File: src/verilog/rtcta_params.svh
// Register map, field positions, reset values and timing constants of the timer/alarm interrupt block
// Functional notes
// - Two-bit source select picks 4096 Hz, 64 Hz, seconds tick or minutes tick.
// - Interval is source period times 8-bit count; count zero never fires.
// - First interval may be short by up to one source period.
// - Countdown starts when the run bit goes from 0 to 1.
// - Counter drops once per source tick; event when it goes 01h to 00h.
// - Each timer event sets the timer event flag.
// - Timer flag holds until software clears it; stopping does not clear it.
// - Timer event pulls the interrupt low only when timer interrupt enable is set.
// - Level mode: enable bit switches the output while the flag is set.
// - Level mode: clearing the flag releases the output whatever the enable.
// - While running, preset reloads after each event and counting goes on.
// - Level mode: after a clear, next 01h to 00h sets flag and output again.
// - Pulse mode: output low for the return period, then released.
// - Pulse mode: each later event pulls output low even with flag still set.
// - Pulse mode: clearing the flag does not shorten the low period.
// - Countdown stops when the run bit goes from 1 to 0.
// - Alarm event and flag when minute, hour, weekday and date match.
// - Alarm with enable set holds output low until flag or enable cleared.
// - Clearing the alarm enable releases the output at once.
// - Clearing the alarm flag releases the output at once.
// - Alarm with enable clear sets the flag but leaves the output released.
// - Fields with ignore bit set skip compare; all ignored means no alarm.
// - Writing 1 to an event flag does nothing; only 0 clears it.
`ifndef RTCTA_PARAMS_SVH
`define RTCTA_PARAMS_SVH

`define RTCTA_ADDR_W      4
`define RTCTA_A_CTRL2     4'h1
`define RTCTA_A_ALM_MIN   4'h9
`define RTCTA_A_ALM_HOUR  4'ha
`define RTCTA_A_ALM_DAY   4'hb
`define RTCTA_A_ALM_WDAY  4'hc
`define RTCTA_A_TMR_CTRL  4'he
`define RTCTA_A_PRESET    4'hf

`define RTCTA_B_TIE       0
`define RTCTA_B_AIE       1
`define RTCTA_B_TF        2
`define RTCTA_B_AF        3
`define RTCTA_B_PULSE     4
`define RTCTA_B_TE        4
`define RTCTA_B_IGNORE    7

`define RTCTA_SRC_4096    2'h0
`define RTCTA_SRC_64      2'h1
`define RTCTA_SRC_SEC     2'h2
`define RTCTA_SRC_MIN     2'h3

`define RTCTA_CNT_ONE     8'h01
`define RTCTA_CNT_ZERO    8'h00
`define RTCTA_ALM_RST     8'h80
`define RTCTA_IGN_ALL     4'hf

`define RTCTA_CLK_NS      8
`define RTCTA_RTN_NS      15625
`define RTCTA_RTN_CYCLES  ((`RTCTA_RTN_NS + `RTCTA_CLK_NS - 1) / `RTCTA_CLK_NS)
`define RTCTA_RTN_W       16

`endif

File: src/verilog/rtcta_pkg.sv
// Types of the timer/alarm interrupt block
`include "rtcta_params.svh"
package rtcta_pkg;

   typedef enum logic [0:0] {
      TMR_IDLE = 1'b0,
      TMR_RUN  = 1'b1
   } rtcta_tmr_t;

   typedef struct packed {
      rtcta_tmr_t              state;
      logic                    te;
      logic [1:0]              td;
      logic                    pulseMode;
      logic                    timer_irq_enable;
      logic                    alarm_irq_enable;
      logic                    tf;
      logic                    af;
      logic [7:0]              preset;
      logic [7:0]              count;
      logic [7:0]              almMin;
      logic [7:0]              almHour;
      logic [7:0]              almDay;
      logic [7:0]              almWday;
      logic                    matchPrev;
      logic [`RTCTA_RTN_W-1:0] rtn;
      logic                    tOe;
      logic                    aOe;
      logic                    iOe;
      logic                    pinLevel;
      logic [7:0]              rdData;
   } rtcta_state_t;

endpackage

File: src/verilog/rtcta_irq.sv
// Fixed-cycle timer and alarm interrupt logic with open-drain interrupt pins
`timescale 1ns/1ps
`include "rtcta_params.svh"
module rtcta_irq
   import rtcta_pkg::*;
#(
   parameter logic [`RTCTA_RTN_W-1:0] RTN_CYCLES = `RTCTA_RTN_W'(`RTCTA_RTN_CYCLES)
) (
   input  wire logic                     clock,      // 125 MHz system clock
   input  wire logic                     reset_n,    // Async reset, active low
   input  wire logic [`RTCTA_ADDR_W-1:0] addr,       // Register address
   input  wire logic [7:0]               wrData,     // Write data
   input  wire logic                     wrEn,       // Write strobe
   input  wire logic                     rdEn,       // Read strobe
   output logic      [7:0]               rdData,     // Read data, cycle after rdEn
   input  wire logic                     tick4096,   // 4096 Hz time base pulse
   input  wire logic                     tick64,     // 64 Hz time base pulse
   input  wire logic                     secTick,    // Seconds update pulse
   input  wire logic                     minTick,    // Minutes update pulse
   input  wire logic [6:0]               curMinute,  // Current minute, BCD
   input  wire logic [5:0]               curHour,    // Current hour, BCD
   input  wire logic [5:0]               curDay,     // Current date, BCD
   input  wire logic [2:0]               curWeekday, // Current weekday
   output logic                          tirqOut,    // Timer pin level when driven
   output logic                          tirqOe,     // Timer pin pulled low
   output logic                          airqOut,    // Alarm pin level when driven
   output logic                          airqOe,     // Alarm pin pulled low
   output logic                          intOut,     // Shared pin level when driven
   output logic                          intOe       // Shared pin pulled low
);

   rtcta_state_t st;
   rtcta_state_t n;
   logic         srcTick;
   logic         tmrEvt;
   logic         matchNow;
   logic         almEvt;
   logic [3:0]   ignore;

   function automatic logic pickTick(input logic [1:0] sel, input logic t0, input logic t1,
                                     input logic t2, input logic t3);
      case (sel)
         `RTCTA_SRC_4096: pickTick = t0;
         `RTCTA_SRC_64:   pickTick = t1;
         `RTCTA_SRC_SEC:  pickTick = t2;
         default:         pickTick = t3;
      endcase
   endfunction

   // Field matches when ignored or equal in the valid bits
   function automatic logic fieldHit(input logic [7:0] alm, input logic [6:0] cur, input logic [6:0] mask);
      fieldHit = alm[`RTCTA_B_IGNORE] || ((alm[6:0] & mask) == (cur & mask));
   endfunction

   always_comb begin
      n = st;
      n.rdData = 8'h00;
      if (wrEn) begin
         case (addr)
            `RTCTA_A_CTRL2: begin
               n.pulseMode = wrData[`RTCTA_B_PULSE];
               n.alarm_irq_enable       = wrData[`RTCTA_B_AIE];
               n.timer_irq_enable       = wrData[`RTCTA_B_TIE];
               if (!wrData[`RTCTA_B_TF]) begin
                  n.tf = 1'b0;
               end
               if (!wrData[`RTCTA_B_AF]) begin
                  n.af = 1'b0;
               end
            end
            `RTCTA_A_TMR_CTRL: begin
               n.td = wrData[1:0];
               n.te = wrData[`RTCTA_B_TE];
            end
            `RTCTA_A_PRESET: begin
               if (!st.te) begin
                  n.preset = wrData;
                  n.count  = wrData;
               end
            end
            `RTCTA_A_ALM_MIN:  n.almMin  = wrData;
            `RTCTA_A_ALM_HOUR: n.almHour = wrData;
            `RTCTA_A_ALM_DAY:  n.almDay  = wrData;
            `RTCTA_A_ALM_WDAY: n.almWday = wrData;
            default: ;
         endcase
      end

      // Source tick; start is not aligned to it, so the first period can be short
      srcTick = pickTick(st.td, tick4096, tick64, secTick, minTick);
      tmrEvt  = (st.state == TMR_RUN) && n.te && srcTick && (st.count == `RTCTA_CNT_ONE);

      case (st.state)
         TMR_IDLE: begin
            if (n.te && !st.te) begin
               n.state = TMR_RUN;
               n.count = st.preset;
            end
         end
         TMR_RUN: begin
            if (!n.te) begin
               n.state = TMR_IDLE;
            end else if (srcTick) begin
               if (st.count == `RTCTA_CNT_ONE) begin
                  n.count = st.preset;
               end else if (st.count != `RTCTA_CNT_ZERO) begin
                  n.count = st.count - 8'h01;
               end
            end
         end
         default: n.state = TMR_IDLE;
      endcase

      // Event set wins over a software clear in the same cycle
      if (tmrEvt) begin
         n.tf = 1'b1;
      end

      if (st.rtn != '0) begin
         n.rtn = st.rtn - `RTCTA_RTN_W'(1);
      end
      if (tmrEvt && st.pulseMode && n.timer_irq_enable) begin
         n.rtn = RTN_CYCLES;
      end

      ignore   = {st.almMin[`RTCTA_B_IGNORE], st.almHour[`RTCTA_B_IGNORE],
                  st.almDay[`RTCTA_B_IGNORE], st.almWday[`RTCTA_B_IGNORE]};
      matchNow = fieldHit(st.almMin, curMinute, 7'h7f)
              && fieldHit(st.almHour, {1'b0, curHour}, 7'h3f)
              && fieldHit(st.almDay, {1'b0, curDay}, 7'h3f)
              && fieldHit(st.almWday, {4'h0, curWeekday}, 7'h07)
              && (ignore != `RTCTA_IGN_ALL);
      almEvt      = matchNow && !st.matchPrev;
      n.matchPrev = matchNow;
      if (almEvt) begin
         n.af = 1'b1;
      end

      // Pin requests
      if (n.pulseMode) begin
         n.tOe = (n.rtn != '0);
      end else begin
         n.tOe = n.tf && n.timer_irq_enable;
      end
      n.aOe = n.af && n.alarm_irq_enable;
      n.iOe = n.tOe || n.aOe;
      n.pinLevel = 1'b0;

      if (rdEn) begin
         case (addr)
            `RTCTA_A_CTRL2: begin
               n.rdData[`RTCTA_B_PULSE] = st.pulseMode;
               n.rdData[`RTCTA_B_AF]    = st.af;
               n.rdData[`RTCTA_B_TF]    = st.tf;
               n.rdData[`RTCTA_B_AIE]   = st.alarm_irq_enable;
               n.rdData[`RTCTA_B_TIE]   = st.timer_irq_enable;
            end
            `RTCTA_A_TMR_CTRL: begin
               n.rdData[1:0]          = st.td;
               n.rdData[`RTCTA_B_TE]  = st.te;
            end
            `RTCTA_A_PRESET:   n.rdData = (st.state == TMR_RUN) ? st.count : st.preset;
            `RTCTA_A_ALM_MIN:  n.rdData = st.almMin;
            `RTCTA_A_ALM_HOUR: n.rdData = st.almHour;
            `RTCTA_A_ALM_DAY:  n.rdData = st.almDay;
            `RTCTA_A_ALM_WDAY: n.rdData = st.almWday;
            default:           n.rdData = 8'h00;
         endcase
      end
   end

   always_ff @(posedge clock or negedge reset_n) begin
      if (!reset_n) begin
         st         <= '0;
         st.almMin  <= `RTCTA_ALM_RST;
         st.almHour <= `RTCTA_ALM_RST;
         st.almDay  <= `RTCTA_ALM_RST;
         st.almWday <= `RTCTA_ALM_RST;
      end else begin
         st <= n;
      end
   end

   assign rdData  = st.rdData;
   assign tirqOut = st.pinLevel;
   assign tirqOe  = st.tOe;
   assign airqOut = st.pinLevel;
   assign airqOe  = st.aOe;
   assign intOut  = st.pinLevel;
   assign intOe   = st.iOe;

   logic wrCtrl2;
   assign wrCtrl2 = wrEn && (addr == `RTCTA_A_CTRL2);
endmodule

File: config.mk
export PLATFORM = sky130hd
export DESIGN_NAME = rtcta_irq
export DESIGN_NICKNAME = d
export VERILOG_FILES = /design/src/verilog/rtcta_pkg.sv /design/src/verilog/rtcta_irq.sv
export VERILOG_INCLUDE_DIRS = /design/src /design/src/verilog
export SDC_FILE = /design/constraint.sdc
export NUM_CORES = 1
export LEC_CHECK = 0
export ABC_AREA = 1
export BUFFER_PORTS_ARGS = -buffer_cell sky130_fd_sc_hd__buf_4
export CORE_AREA = 2 2 117 119
export CTS_CLUSTER_DIAMETER = 150
export DETAILED_ROUTE_END_ITERATION = 8
export DIE_AREA = 0 0 119 121
export GPL_TIMING_DRIVEN = 1
export PLACE_DENSITY = 0.66
export SLEW_MARGIN = 30
export SYNTH_ARGS = -nofsm -noshare
export SYNTH_HDL_FRONTEND = slang
export SYNTH_SLANG_ARGS = --single-unit
File: constraint.sdc
create_clock -name clock -period 2.4 [get_ports clock]
set_input_delay 0.12 -clock clock [delete_from_list [all_inputs] [get_ports clock]]
set_output_delay 0.12 -clock clock [all_outputs]
set_load 0.02 [all_outputs]
==> results.sh <==
export IMPL_cp_arrival_ps=2240
export IMPL_num_nets_final=748
export IMPL_gp_congestion=0.954
export IMPL_synthCells=653
export IMPL_clock_latency_ps=350
export IMPL_synth_enable_flop_cells=0
export IMPL_wirelength_microns=13000
export IMPL_status="finished clean"
export IMPL_drc=0
export IMPL_timing_critical_path_required_ps=2640
export IMPL_layout_drive_gt1_share_pct=17.4
export IMPL_holdCritPathClass="input port to flop"
export IMPL_cts_tree="built"
export IMPL_ctsHoldBuffers=1
export IMPL_rsz0062_at_grt="no"
export IMPL_clock_fmax_mhz=499
export IMPL_clock_sinks=85
export IMPL_p_total_mw=4.78
export IMPL_dr_wl_met3_microns=713
export IMPL_drtIter0Drc=366
export IMPL_drv_slew=0
export IMPL_met2_wirelength_microns=6040
export IMPL_syn_avg_cell_area_sq_um=7.66
export IMPL_drv_cap=0
export IMPL_ir_drop_v=0.000381
export IMPL_grt_pass1_wl_microns=21500
export IMPL_grt_ovfl_total=0
export IMPL_finalHoldViolations=0
export IMPL_final_common_cell="nand2_1"
export IMPL_drt_met1_wl_microns=6090
export IMPL_p_leak_nw=2.77
export IMPL_regArea_sq_mm=0.00213
export IMPL_cts_clk_slew_worst_paths_ps=70
export IMPL_slew_headroom_pct=65.2
export IMPL_finalNonFillerCells=882
export IMPL_power_density_mw_per_mm2=822
export IMPL_syn_area_sq_mm=0.00500
export IMPL_async_flop_share_pct=100
export IMPL_wl_per_cell_microns=14.8
export IMPL_skew_ps=8.13
export IMPL_htree_levels=3
export IMPL_die_x_microns=119
export IMPL_placed_cells=865
export IMPL_syn2layout_area_growth_pct=16.4
export IMPL_tightestPinTransition_ps=522
export IMPL_yosysWarnings=0
export IMPL_num_antenna_cells=0
export IMPL_start_kind="flop"
export IMPL_grt_antenna_before_repair=0
export IMPL_setup_viol=0
export IMPL_yosysUniqueCellTypes=47
export IMPL_drtPass1Iterations=5
export IMPL_fillCellCount=1269
export IMPL_worstSetupPathType="flop to flop"
export IMPL_fin_tns_setup_ps=0
export IMPL_via_count=4469
export IMPL_pin_count=56
export IMPL_path_max_fanout=14
export IMPL_cts_buffer_depth=2
export IMPL_cts_buffers=9
export IMPL_die_y_microns=121
export IMPL_multiInputGateArea_sq_mm=0.00246
export IMPL_core_area_sq_mm=0.0131
export IMPL_cts_resized=0
export IMPL_dp_hpwl_microns=10100
export IMPL_fin_crit_ps=2000
export IMPL_cts_setup_buffers=0
export IMPL_highest_layer="met4"
export IMPL_grt_total_usage_pct=18.8
export IMPL_min_period_over_period_pct=83.4
export IMPL_ant_nets=0
export IMPL_synth_flop_cell="dfrtp_1"
export IMPL_dieArea_sq_mm=0.0144
export IMPL_end_kind="flop"
export IMPL_std_cell_rows=42
export IMPL_start_util_pct=38.2
export IMPL_vias_per_cell=5.07
export IMPL_ys_seq_elements=85
export IMPL_grt_pass1_vias=4281
export IMPL_grt_max_degree=50
export IMPL_clockRootBuffer="clkbuf_16"
export IMPL_io_buffers=52
export IMPL_layout_common_cells="nand2_1 (176), dfrtp_1 (81), o21ai_0 (77)"
export IMPL_seq_area_frac_synth_pct=42.6
[cells in the mapped netlist, types with 2 or more instances]
| master | n | area (sq um) |
|---|---|---|
| a21oi_1 | 17 | 85.1 |
| a221oi_1 | 6 | 52.6 |
| a31oi_1 | 4 | 25.0 |
| a32o_1 | 2 | 20.0 |
| a41oi_1 | 2 | 17.5 |
| buf_2 | 3 | 15.0 |
| buf_4 | 11 | 82.6 |
| buf_6 | 2 | 22.5 |
| clkbuf_1 | 6 | 22.5 |
| dfrtp_1 | 81 | 2030 |
| dfstp_2 | 4 | 105 |
| ha_1 | 5 | 62.6 |
| inv_1 | 66 | 248 |
| inv_2 | 6 | 22.5 |
| nand2_1 | 176 | 661 |
| nand2_2 | 12 | 75.1 |
| nand3_1 | 20 | 100 |
| nand3_2 | 4 | 40.0 |
| nand3b_1 | 3 | 22.5 |
| nand4_1 | 5 | 31.3 |
| nor2_1 | 64 | 240 |
| nor2_2 | 12 | 75.1 |
| nor2_4 | 4 | 45.0 |
| o21ai_0 | 77 | 385 |
| o21ai_1 | 4 | 20.0 |
| o21bai_1 | 3 | 22.5 |
| o221ai_1 | 5 | 43.8 |
| o22ai_1 | 3 | 18.8 |
| or2_2 | 2 | 12.5 |
| xnor2_1 | 12 | 105 |
| xor2_1 | 16 | 140 |
[area by class of cell]
cell class	count	area share [%]
Clock buffer	9	3.87
Clock inverter	7	1.12
Inverter	73	4.73
Multi-Input combinational cell	475	42.2
Sequential cell	85	36.6
Tap cell	176	3.78
Timing Repair Buffer	57	7.61
[report_power, final]
part | internal (mW) | switching (mW) | total, mW | leakage [nW]
clock network | 0.729 | 0.639 | 1.37 | 0.141
registers | 1.73 | 0.277 | 2.01 | 1.03
logic | 0.553 | 0.850 | 1.40 | 1.60
total | 3.02 | 1.77 | 4.78 | 2.77
[routing by layer]
metal,up-vias,track usage (%)
li1,2205,-
met3,14,2.35
met2,144,30.7
met5,-,0
met1,2106,26.0
met4,0,6.25
[kinds of logic (layout without fill, tap and decap cells)]
logic type	count (synthesis)	in the layout	share of synthesized area, %
buffers and inverters	95	146	8.36
and+or+nand+nor	310	310	27.8
adders and majority gates	5	5	1.25
other	1	3	0.0750
DFF	85	85	42.6
xor gates and xnor gates	28	28	4.90
AOI/OAI and AO/OA	129	129	14.9
[path summary, 6_finish.rpt]
path,startpoint,endpoint,slack [ps],cells after the start
min,wrData[7],st[76],10,3
max,st[12],intOe,400,13
max reg2reg,st[12],intOe,400,13
max in group asynchronous,reset_n,ignore[2],1430,3
min reg2reg,st[32],st[32],500,2
min in group asynchronous,reset_n,st[75],290,2
[registers in the layout, indices dropped and copies added (netlist names)]
name / flops
airqOe: 1
ignore: 4
intOe: 1
rdData: 8
st: 70
tirqOe: 1
[critical path, cell delays in order (launching register included)]
cell and delay (ps):
dfrtp_1 390, inv_1 150, ha_1 200, nand2_1 80, nor2_2 160, nand2_2 200, o21ai_0 170, nand2_1 90
nor2_1 110, nand3_1 90, nor2_1 90, nand3_1 70, nand2_1 70, nand2_1 50
[metrics by stage]
step | setup WS [ps] | instance area [sq um] | hold slack [ps] | utilization, %
final | 398 | 5820 | 9.57 | 44.5
after global routing | 130 | 5820 | 37.5 | 44.5
after CTS | 394 | 5820 | 6.80 | 44.5
after detailed placement | 413 | 5520 | 132 | 42.2
after global placement | 497 | 5520 | 130 | 42.2
after floorplan | 672 | 5010 | -176 | -
No activity file was read; power rests on OpenSTA's default activity.
